===== src/ccau_regs.vh =====
`ifndef CCAU_REGS_VH
`define CCAU_REGS_VH
// How it works
// - Sixteen channels, one-cycle resolution, eight cycles when staggered.
// - Two 16-bit time bases, each with its own reload register.
// - Each time base ticks from a selectable power-of-two system clock prescale.
// - Each time base may tick on the general timer overflow pulse instead.
// - An external count pin can step the first time base.
// - Sixteen channel registers, each with its own timer and capture/compare choice.
// - One pin per channel: capture trigger input or compare event output.
// - Compare mode 0: interrupt only, many matches per period.
// - Compare mode 1: pin toggles on every match.
// - Compare mode 2: interrupt only, one match per period.
// - Compare mode 3: pin high on match, low on timer overflow, once per period.
// - Double register: upper channel also toggles the lower channel pin.
// - Single event option stops a compare channel after its first event.
// - Capture latches the assigned timer and raises the channel request.
// - Capture edge is rising, falling or both.
// - Compare channels are checked against their timer on every timer step.
`define CCAU_CTRL_OFS     8'h00
`define CCAU_TB0_VAL_OFS  8'h04
`define CCAU_TB0_RLD_OFS  8'h08
`define CCAU_TB1_VAL_OFS  8'h0C
`define CCAU_TB1_RLD_OFS  8'h10
`define CCAU_STAT_OFS     8'h14
`define CCAU_MASK_OFS     8'h18
`define CCAU_DONE_OFS     8'h1C
`define CCAU_CHVAL_BASE   8'h40
`define CCAU_CHCFG_BASE   8'h80
`define CCAU_CHCFG_END    8'hBC
// Control fields
`define CCAU_CTRL_RUN0    0
`define CCAU_CTRL_RUN1    1
`define CCAU_CTRL_SRC0    3:2
`define CCAU_CTRL_SRC1    5:4
`define CCAU_CTRL_PRE0    9:6
`define CCAU_CTRL_PRE1    13:10
`define CCAU_CTRL_STAG    14
`define CCAU_CTRL_W       15
// Clock sources
`define CCAU_SRC_PRE      2'h0
`define CCAU_SRC_GEN      2'h1
`define CCAU_SRC_EXT      2'h2
// Channel config fields
`define CCAU_CFG_EN       0
`define CCAU_CFG_CMP      1
`define CCAU_CFG_MODE     3:2
`define CCAU_CFG_EDGE     5:4
`define CCAU_CFG_TSEL     6
`define CCAU_CFG_SINGLE   7
`define CCAU_CFG_DBL      8
`define CCAU_CFG_W        9
// Reset values and timing
`define CCAU_CTRL_RST     15'h0000
`define CCAU_CFG_RST      9'h000
`define CCAU_TB_MAX       16'hFFFF
`define CCAU_STAG_LAST    3'h7
`define CCAU_RESP_OKAY    2'h0
`define CCAU_RESP_SLVERR  2'h2
`endif


===== src/ccau_top.v =====
// The implementer's own choices: the register offsets and register access over AXI4-Lite.
`timescale 1ns/1ps
`include "ccau_regs.vh"
module ccau_top (
   input  wire        clk_i,
   input  wire        rst_b_i,
   input  wire [7:0]  s_axi_awaddr_i,
   input  wire        s_axi_awvalid_i,
   output reg         s_axi_awready_o,
   input  wire [31:0] s_axi_wdata_i,
   input  wire [3:0]  s_axi_wstrb_i,
   input  wire        s_axi_wvalid_i,
   output reg         s_axi_wready_o,
   output reg  [1:0]  s_axi_bresp_o,
   output reg         s_axi_bvalid_o,
   input  wire        s_axi_bready_i,
   input  wire [7:0]  s_axi_araddr_i,
   input  wire        s_axi_arvalid_i,
   output reg         s_axi_arready_o,
   output reg  [31:0] s_axi_rdata_o,
   output reg  [1:0]  s_axi_rresp_o,
   output reg         s_axi_rvalid_o,
   input  wire        s_axi_rready_i,
   input  wire [15:0] cc_pin_i,
   output reg  [15:0] cc_pin_o,
   output reg  [15:0] cc_pin_oe_o,
   output reg  [15:0] cc_req_o,
   output reg         irq_o,
   input  wire        gen_timer_ovf_i,
   input  wire        ext_count_i
);

   // Merge byte strobes into a 32-bit word
   function [31:0] strb_merge;
      input [31:0] old_v;
      input [31:0] new_v;
      input [3:0]  strb;
      integer      b;
      begin
         strb_merge = old_v;
         for (b = 0; b < 4; b = b + 1) begin
            if (strb[b]) begin
               strb_merge[b*8 +: 8] = new_v[b*8 +: 8];
            end
         end
      end
   endfunction

   // Prescaler tick for a divide by two to the power pre
   function pre_tick;
      input [3:0]  pre;
      input [15:0] cnt;
      reg   [15:0] msk;
      begin
         msk      = (16'h0001 << pre) - 16'h0001;
         pre_tick = ((cnt & msk) == msk);
      end
   endfunction

   // Address map check
   function addr_ok;
      input [7:0] a;
      begin
         addr_ok = (a <= `CCAU_DONE_OFS) ||
                   ((a >= `CCAU_CHVAL_BASE) && (a <= `CCAU_CHCFG_END));
      end
   endfunction

   reg [`CCAU_CTRL_W-1:0] ctrl_reg;
   reg [15:0]             tb_val_reg [0:1];
   reg [15:0]             tb_rld_reg [0:1];
   reg [15:0]             ch_val_reg [0:15];
   reg [`CCAU_CFG_W-1:0]  ch_cfg_reg [0:15];
   reg [17:0]             stat_reg;
   reg [17:0]             mask_reg;
   reg [15:0]             done_reg;
   reg [15:0]             hit_reg;
   reg [15:0]             pre_cnt_reg;
   reg [2:0]              slot_reg;
   reg [1:0]              tb_upd_reg;
   reg [1:0]              tb_ovf_reg;
   reg [15:0]             pin_s1_reg;
   reg [15:0]             pin_s2_reg;
   reg [15:0]             pin_s3_reg;
   reg [2:0]              ext_s_reg;
   reg                    aw_got_reg;
   reg                    w_got_reg;
   reg [7:0]              awaddr_reg;
   reg [31:0]             wdata_reg;
   reg [3:0]              wstrb_reg;

   reg [1:0]              tick;
   reg [15:0]             cap_ev;
   reg [15:0]             cmp_ev;
   reg [15:0]             tog_m;
   reg [15:0]             set_m;
   reg [15:0]             clr_m;
   reg [15:0]             oe_next;
   reg [31:0]             rd_next;
   reg [15:0]             pin_next;
   reg [17:0]             stat_next;
   integer                i;
   integer                t;
   integer                p;
   // Loop indices of the clocked process
   integer                ci;
   integer                ct;

   wire       wr_go   = aw_got_reg & w_got_reg & ~s_axi_bvalid_o;
   wire       wr_ok   = wr_go & addr_ok(awaddr_reg);
   wire [3:0] wr_idx  = awaddr_reg[5:2];
   wire       ext_rise = ext_s_reg[1] & ~ext_s_reg[2];
   wire       stag_ok = ~ctrl_reg[`CCAU_CTRL_STAG] | (slot_reg == `CCAU_STAG_LAST);
   wire [15:0] pin_rise = pin_s2_reg & ~pin_s3_reg;
   wire [15:0] pin_fall = ~pin_s2_reg & pin_s3_reg;
   wire [31:0] wr_data  = strb_merge(32'h0000_0000, wdata_reg, wstrb_reg);

   // Time base step enables
   always @* begin
      tick[0] = 1'b0;
      tick[1] = 1'b0;
      for (t = 0; t < 2; t = t + 1) begin
         case (t == 0 ? ctrl_reg[`CCAU_CTRL_SRC0] : ctrl_reg[`CCAU_CTRL_SRC1])
            `CCAU_SRC_PRE: tick[t] = pre_tick(t == 0 ? ctrl_reg[`CCAU_CTRL_PRE0] :
                                              ctrl_reg[`CCAU_CTRL_PRE1],
                                              pre_cnt_reg);
            `CCAU_SRC_GEN: tick[t] = gen_timer_ovf_i;
            `CCAU_SRC_EXT: tick[t] = (t == 0) & ext_rise;
            default:       tick[t] = 1'b0;
         endcase
         tick[t] = tick[t] & ctrl_reg[t] & stag_ok;
      end
   end

   // Channel events and pin actions
   always @* begin
      cap_ev  = 16'h0000;
      cmp_ev  = 16'h0000;
      tog_m   = 16'h0000;
      set_m   = 16'h0000;
      clr_m   = 16'h0000;
      oe_next = 16'h0000;
      for (i = 0; i < 16; i = i + 1) begin
         p = ((i >= 8) && ch_cfg_reg[i][`CCAU_CFG_DBL]) ? i - 8 : i;
         if (ch_cfg_reg[i][`CCAU_CFG_EN] && !ch_cfg_reg[i][`CCAU_CFG_CMP]) begin
            cap_ev[i] = (ch_cfg_reg[i][4] & pin_rise[i]) |
                        (ch_cfg_reg[i][5] & pin_fall[i]);
         end
         if (ch_cfg_reg[i][`CCAU_CFG_EN] && ch_cfg_reg[i][`CCAU_CFG_CMP]) begin
            oe_next[p] = 1'b1;
            cmp_ev[i]  = tb_upd_reg[ch_cfg_reg[i][`CCAU_CFG_TSEL]] &
                         (tb_val_reg[ch_cfg_reg[i][`CCAU_CFG_TSEL]] ==
                          ch_val_reg[i]) &
                         ~done_reg[i] &
                         ~(ch_cfg_reg[i][3] & hit_reg[i]);
            case (ch_cfg_reg[i][`CCAU_CFG_MODE])
               2'h1: tog_m[p] = tog_m[p] ^ cmp_ev[i];
               2'h3: begin
                  set_m[p] = set_m[p] | cmp_ev[i];
                  clr_m[p] = clr_m[p] |
                             tb_ovf_reg[ch_cfg_reg[i][`CCAU_CFG_TSEL]];
               end
               default: ;
            endcase
            if (p != i && ch_cfg_reg[i][`CCAU_CFG_MODE] != 2'h1) begin
               tog_m[p] = tog_m[p] ^ cmp_ev[i];
            end
         end
      end
      pin_next = ((cc_pin_o ^ tog_m) & ~clr_m) | set_m;
      stat_next = {tb_ovf_reg, cap_ev | cmp_ev} | stat_reg;
      if (wr_ok && awaddr_reg == `CCAU_STAT_OFS) begin
         stat_next = {tb_ovf_reg, cap_ev | cmp_ev} |
                     (stat_reg & ~wr_data[17:0]);
      end
   end

   // Read data selection
   always @* begin
      rd_next = 32'h0000_0000;
      if (s_axi_araddr_i >= `CCAU_CHCFG_BASE) begin
         rd_next[`CCAU_CFG_W-1:0] = ch_cfg_reg[s_axi_araddr_i[5:2]];
      end else if (s_axi_araddr_i >= `CCAU_CHVAL_BASE) begin
         rd_next[15:0] = ch_val_reg[s_axi_araddr_i[5:2]];
      end else begin
         case (s_axi_araddr_i)
            `CCAU_CTRL_OFS:    rd_next[`CCAU_CTRL_W-1:0] = ctrl_reg;
            `CCAU_TB0_VAL_OFS: rd_next[15:0] = tb_val_reg[0];
            `CCAU_TB0_RLD_OFS: rd_next[15:0] = tb_rld_reg[0];
            `CCAU_TB1_VAL_OFS: rd_next[15:0] = tb_val_reg[1];
            `CCAU_TB1_RLD_OFS: rd_next[15:0] = tb_rld_reg[1];
            `CCAU_STAT_OFS:    rd_next[17:0] = stat_reg;
            `CCAU_MASK_OFS:    rd_next[17:0] = mask_reg;
            `CCAU_DONE_OFS:    rd_next[15:0] = done_reg;
            default:           rd_next = 32'h0000_0000;
         endcase
      end
      if (!addr_ok(s_axi_araddr_i)) begin
         rd_next = 32'h0000_0000;
      end
   end

   // Bus handshakes
   always @(posedge clk_i or negedge rst_b_i) begin
      if (!rst_b_i) begin
         s_axi_awready_o <= 1'b1;
         s_axi_wready_o  <= 1'b1;
         s_axi_bvalid_o  <= 1'b0;
         s_axi_bresp_o   <= `CCAU_RESP_OKAY;
         s_axi_arready_o <= 1'b1;
         s_axi_rvalid_o  <= 1'b0;
         s_axi_rdata_o   <= 32'h0000_0000;
         s_axi_rresp_o   <= `CCAU_RESP_OKAY;
         aw_got_reg      <= 1'b0;
         w_got_reg       <= 1'b0;
         awaddr_reg      <= 8'h00;
         wdata_reg       <= 32'h0000_0000;
         wstrb_reg       <= 4'h0;
      end else begin
         if (s_axi_awvalid_i && s_axi_awready_o) begin
            awaddr_reg      <= {s_axi_awaddr_i[7:2], 2'b00};
            aw_got_reg      <= 1'b1;
            s_axi_awready_o <= 1'b0;
         end
         if (s_axi_wvalid_i && s_axi_wready_o) begin
            wdata_reg      <= s_axi_wdata_i;
            wstrb_reg      <= s_axi_wstrb_i;
            w_got_reg      <= 1'b1;
            s_axi_wready_o <= 1'b0;
         end
         if (wr_go) begin
            s_axi_bvalid_o <= 1'b1;
            s_axi_bresp_o  <= wr_ok ? `CCAU_RESP_OKAY : `CCAU_RESP_SLVERR;
            aw_got_reg     <= 1'b0;
            w_got_reg      <= 1'b0;
         end
         if (s_axi_bvalid_o && s_axi_bready_i) begin
            s_axi_bvalid_o  <= 1'b0;
            s_axi_awready_o <= 1'b1;
            s_axi_wready_o  <= 1'b1;
         end
         if (s_axi_arvalid_i && s_axi_arready_o) begin
            s_axi_arready_o <= 1'b0;
            s_axi_rvalid_o  <= 1'b1;
            s_axi_rdata_o   <= rd_next;
            s_axi_rresp_o   <= addr_ok(s_axi_araddr_i) ? `CCAU_RESP_OKAY :
                                                         `CCAU_RESP_SLVERR;
         end
         if (s_axi_rvalid_o && s_axi_rready_i) begin
            s_axi_rvalid_o  <= 1'b0;
            s_axi_arready_o <= 1'b1;
         end
      end
   end

   // Time bases, channels and interrupt state
   always @(posedge clk_i or negedge rst_b_i) begin
      if (!rst_b_i) begin
         ctrl_reg    <= `CCAU_CTRL_RST;
         stat_reg    <= 18'h0_0000;
         mask_reg    <= 18'h0_0000;
         done_reg    <= 16'h0000;
         hit_reg     <= 16'h0000;
         pre_cnt_reg <= 16'h0000;
         slot_reg    <= 3'h0;
         tb_upd_reg  <= 2'h0;
         tb_ovf_reg  <= 2'h0;
         pin_s1_reg  <= 16'h0000;
         pin_s2_reg  <= 16'h0000;
         pin_s3_reg  <= 16'h0000;
         ext_s_reg   <= 3'h0;
         cc_pin_o    <= 16'h0000;
         cc_pin_oe_o <= 16'h0000;
         cc_req_o    <= 16'h0000;
         irq_o       <= 1'b0;
         for (ct = 0; ct < 2; ct = ct + 1) begin
            tb_val_reg[ct] <= 16'h0000;
            tb_rld_reg[ct] <= 16'h0000;
         end
         for (ci = 0; ci < 16; ci = ci + 1) begin
            ch_val_reg[ci] <= 16'h0000;
            ch_cfg_reg[ci] <= `CCAU_CFG_RST;
         end
      end else begin
         pin_s1_reg  <= cc_pin_i;
         pin_s2_reg  <= pin_s1_reg;
         pin_s3_reg  <= pin_s2_reg;
         ext_s_reg   <= {ext_s_reg[1:0], ext_count_i};
         pre_cnt_reg <= pre_cnt_reg + 16'h0001;
         slot_reg    <= slot_reg + 3'h1;
         tb_upd_reg  <= tick;
         for (ct = 0; ct < 2; ct = ct + 1) begin
            tb_ovf_reg[ct] <= tick[ct] & (tb_val_reg[ct] == `CCAU_TB_MAX);
            if (tick[ct]) begin
               tb_val_reg[ct] <= (tb_val_reg[ct] == `CCAU_TB_MAX) ? tb_rld_reg[ct] :
                                 tb_val_reg[ct] + 16'h0001;
            end
         end
         // Register writes
         if (wr_ok) begin
            case (awaddr_reg)
               `CCAU_CTRL_OFS:    ctrl_reg <= wr_data[`CCAU_CTRL_W-1:0];
               `CCAU_TB0_VAL_OFS: tb_val_reg[0] <= wr_data[15:0];
               `CCAU_TB0_RLD_OFS: tb_rld_reg[0] <= wr_data[15:0];
               `CCAU_TB1_VAL_OFS: tb_val_reg[1] <= wr_data[15:0];
               `CCAU_TB1_RLD_OFS: tb_rld_reg[1] <= wr_data[15:0];
               `CCAU_MASK_OFS:    mask_reg <= wr_data[17:0];
               default: ;
            endcase
         end
         // Per-channel capture, compare and single-event state
         for (ci = 0; ci < 16; ci = ci + 1) begin
            if (wr_ok && awaddr_reg == (`CCAU_CHVAL_BASE | {2'b00, wr_idx, 2'b00})) begin
               ch_val_reg[ci] <= (wr_idx == ci) ? wr_data[15:0] : ch_val_reg[ci];
            end
            if (cap_ev[ci]) begin
               ch_val_reg[ci] <= tb_val_reg[ch_cfg_reg[ci][`CCAU_CFG_TSEL]];
            end
            if (tb_ovf_reg[ch_cfg_reg[ci][`CCAU_CFG_TSEL]]) begin
               hit_reg[ci] <= 1'b0;
            end
            if (cmp_ev[ci]) begin
               hit_reg[ci] <= 1'b1;
            end
            if (wr_ok && wr_idx == ci &&
                awaddr_reg == (`CCAU_CHCFG_BASE | {2'b00, wr_idx, 2'b00})) begin
               ch_cfg_reg[ci] <= wr_data[`CCAU_CFG_W-1:0];
               done_reg[ci]   <= 1'b0;
               hit_reg[ci]    <= 1'b0;
            end else if (cmp_ev[ci] && ch_cfg_reg[ci][`CCAU_CFG_SINGLE]) begin
               done_reg[ci] <= 1'b1;
            end
         end
         cc_pin_o    <= pin_next;
         cc_pin_oe_o <= oe_next;
         cc_req_o    <= cap_ev | cmp_ev;
         stat_reg    <= stat_next;
         irq_o       <= |(stat_next & mask_reg);
      end
   end

endmodule // ccau_top

===== config.mk =====
export PLATFORM = sky130hd
export DESIGN_NAME = ccau_top
export DESIGN_NICKNAME = d
export VERILOG_FILES = /design/src/ccau_top.v
export VERILOG_INCLUDE_DIRS = /design/src
export SDC_FILE = /design/constraint.sdc
export NUM_CORES = 2
export LEC_CHECK = 0
export BUFFER_PORTS_ARGS = -buffer_cell sky130_fd_sc_hd__buf_2
export CAP_MARGIN = 15
export CORE_MARGIN = 2
export CORE_UTILIZATION = 60
export DETAILED_ROUTE_END_ITERATION = 6
export GPL_TIMING_DRIVEN = 0
export PLACE_DENSITY_LB_ADDON = 0.12
export SYNTH_ARGS = -nofsm -noshare
export SYNTH_HDL_FRONTEND = slang
export SYNTH_SLANG_ARGS = --single-unit

===== constraint.sdc =====
create_clock -name clk_i -period 4 [get_ports clk_i]
set_input_delay 0.4 -clock clk_i [delete_from_list [all_inputs] [get_ports clk_i]]
set_output_delay 0.4 -clock clk_i [all_outputs]
set_load 0.02 [all_outputs]

==> impl_metrics.json <==
{
  "cts_root_buf": "sky130_fd_sc_hd__clkbuf_16",
  "fin_setup_tns_ns": -1.55,
  "core_area_sq_mm": 0.0699,
  "first_global_vias": 38781,
  "grt_overflow_total": 0,
  "grt.total_usage_pct": 57.0,
  "dr_total_vias": 40890,
  "worst-endpoint-required_ns": 4.46,
  "gp_routability_congestion": 1.14,
  "mappedNetlistArea_sq_mm": 0.0423,
  "cts-root-to-sink-buffers": 3,
  "clk_latency_ns": 0.68,
  "yosys.cell_types.count": 94,
  "detail_route.wirelength_mm": 209,
  "postLayoutCellArea_sq_mm": 0.0483,
  "vdd_drop_max_mv": 0.618,
  "leakagePower_uw": 0.0192,
  "fmax_mhz": 233,
  "grt_start_max_net_pins": 125,
  "drt_first_pass_iters": 7,
  "timing.critical_path.from_type": "flop",
  "cts.clk_slew.worst_paths_ns": 0.07,
  "final_max_slew_viol_count": 0,
  "synthMostInstantiatedCell": "sky130_fd_sc_hd__dfrtp_1",
  "reg2regPathDepth": 9,
  "buffer_ports.inserted": 129,
  "die_height_microns": 269,
  "largest_register_ffs": 256,
  "wire_length_of_the_first_global_routing_pass_mm": 290,
  "cp-end-kind": "flop",
  "numCtsBuffers": 80,
  "finalNetCount": 4611,
  "worst-slew-pin-transition_ns": 1.48,
  "drt-initial-drc-count": 7124,
  "drive_gt1_share_pct": 14.4,
  "drt_drc_violations_left": 9,
  "number_of_cell_rows": 97,
  "vias_per_cell": 7.38,
  "die_width_microns": 269,
  "critPathMaxFanout": 10,
  "synth.ff_latch_count": 723,
  "setup-violations-final": 11,
  "ys_top_cells_by_count": "sky130_fd_sc_hd__dfrtp_1, sky130_fd_sc_hd__mux2i_1, sky130_fd_sc_hd__nand2_1",
  "period_share_pct": 107,
  "violations": "DRC, setup timing",
  "cts.sink_count": 723,
  "routed_wire_length_per_instance_microns": 37.8,
  "synth.largest_area_cell": "sky130_fd_sc_hd__dfrtp_1",
  "clock_skew_ns": 0.0368,
  "power_density_mw_per_mm2": 563,
  "cells_taking_the_most_area_after_synthesis": "sky130_fd_sc_hd__dfrtp_1, sky130_fd_sc_hd__mux2i_1, sky130_fd_sc_hd__mux4_2",
  "hold-path-cell-count": 3,
  "synth.avg_cell_area_sq_um": 10.1,
  "ys.warnings.count": 0,
  "placement_setup_slack_ns": -0.506,
  "criticalPathCategory": "flop to flop",
  "area_delta_synth_final_pct": 14.1,
  "synth_top_area_share_pct": 42.6,
  "io-pin-count": 167,
  "starting_density_pct": 60.5,
  "ys_seq_area_share_pct": 42.8,
  "antenna_violations_before_repair": 15,
  "final_period_minus_worst_setup_slack_ns": 4.29,
  "number_of_enable_flip_flop_cells_after_synthesis": 0,
  "synth_flop_cell": "sky130_fd_sc_hd__dfrtp_1",
  "hold_path.class": "input port to flop",
  "finalHoldViolations": 0,
  "instance_area_after_placement_sq_mm": 0.0448,
  "cap_viol_max_count": 0,
  "h-tree-depth": 3,
  "finalWorstSetupSlack_ns": -0.289,
  "run_status": "complete, but fails checks",
  "floorplan.die_area_sq_mm": 0.0726,
  "synth-async-reset-ratio_pct": 100,
  "ant_nets": 0,
  "worstPathArrival_ns": 4.75,
  "cts_tree": "done",
  "number_of_instances_in_the_synthesized_netlist": 4204,
  "max_slew_headroom_pct": 1.18,
  "dp_hpwl_mm": 152
}
-- placed cells by master (no fill, tap or decap), drive strengths merged, types with 51 or more instances in the layout --
master       Yosys  final
nor3            51     51
a21oi          228    228
buf            134    305
nor4            77     77
dlygate4sd3      0     51
dfrtp          720    720
mux2i          519    519
clkbuf         232    349
nor2           282    282
mux4           125    125
nand2b          63     63
o21ai          296    296
nand3           72     72
nand2          428    428
xnor2          252    252
a211oi         131    131
-- final cells by class --
cell class              instances  area (sq um)
diodes                         16          40.0
plain buffers                 361          1590
clock buffers                 117          2300
clock inverters                28           320
fillers                      5432         21600
inverters                      46           175
multi-input cells            3084         22600
flip-flops and latches        723         18100
well taps                     940          1180
repair buffers                228          1950
-- cell families (layout without fill, tap and decap cells) --
kind of cell,after synthesis,in the layout,share of synthesized area (%)
AND/OR/NAND/NOR,1199,1199,13.7
AO/OA/AOI/OAI,894,894,13.2
flip-flops,723,723,42.8
multiplexers,686,686,20.1
buffers and inverters,412,780,4.16
XOR/XNOR,279,279,5.78
adder cells (fa/ha/maj),10,10,0.296
other,1,32,0.00887
-- critical path, cell delays in order, from the launching register on --
cell,delay (ns)
sky130_fd_sc_hd__dfrtp_1,0.50
sky130_fd_sc_hd__clkbuf_1,1.12
sky130_fd_sc_hd__mux2i_1,0.27
sky130_fd_sc_hd__xnor2_1,0.29
sky130_fd_sc_hd__nor4_1,0.09
sky130_fd_sc_hd__nand2_1,0.24
sky130_fd_sc_hd__nor3_1,0.18
sky130_fd_sc_hd__or3_1,0.42
sky130_fd_sc_hd__a2bb2oi_1,0.61
sky130_fd_sc_hd__nand4_1,0.35
-- through the flow --
| stage | util, % | std cells | hold WS (ns) | power, uW |
|---|---|---|---|---|
| floorplan | - | 4219 | 0.104 | 13600 |
| global placement | 63.2 | 5288 | 0.332 | 18000 |
| detailed placement | 64.1 | 5319 | 0.336 | 18400 |
| CTS | 68.6 | 5510 | 0.212 | 25800 |
| global route | 69.0 | 5527 | 0.226 | 27200 |
| finish | 69.0 | 5543 | 0.217 | 27200 |
-- repair_timing --
item / in CTS / in global routing
endpoints found under the hold margin: 114 / 0
buffers inserted: 0 / 2
pin swaps: 0 / 1
gates resized for setup: 18 / 16
endpoints found under the setup margin: 34 / 17
hold buffers: 51 / 0
-- report_power, final --
part           internal, uW  switching, uW
sequential             7990            913
clock                  4220           3380
combinational          2890           7800
total                 15100          12100
-- final timing paths --
check,end,slack [ns],start
max,irq_o,-0.29,tb_val_reg[18]
min,s_axi_rdata_o[9],0.22,s_axi_araddr_i[6]
max reg2reg,irq_o,-0.29,tb_val_reg[18]
min reg2reg,pin_s2_reg[3],0.34,pin_s1_reg[3]
max in group asynchronous,cc_pin_oe_o[4],2.04,rst_b_i
min in group asynchronous,ch_val_reg[215],0.31,rst_b_i
-- metal layers --
metal	GRT usage, %	up-vias	share of wire (%)
met2	74.7	3949	39
li1	-	15850	-
met3	30.7	1175	17
met4	47.4	16	11
met1	68.2	19900	33
met5	0.395	-	0.074
No activity file was read; power rests on OpenSTA's default activity.
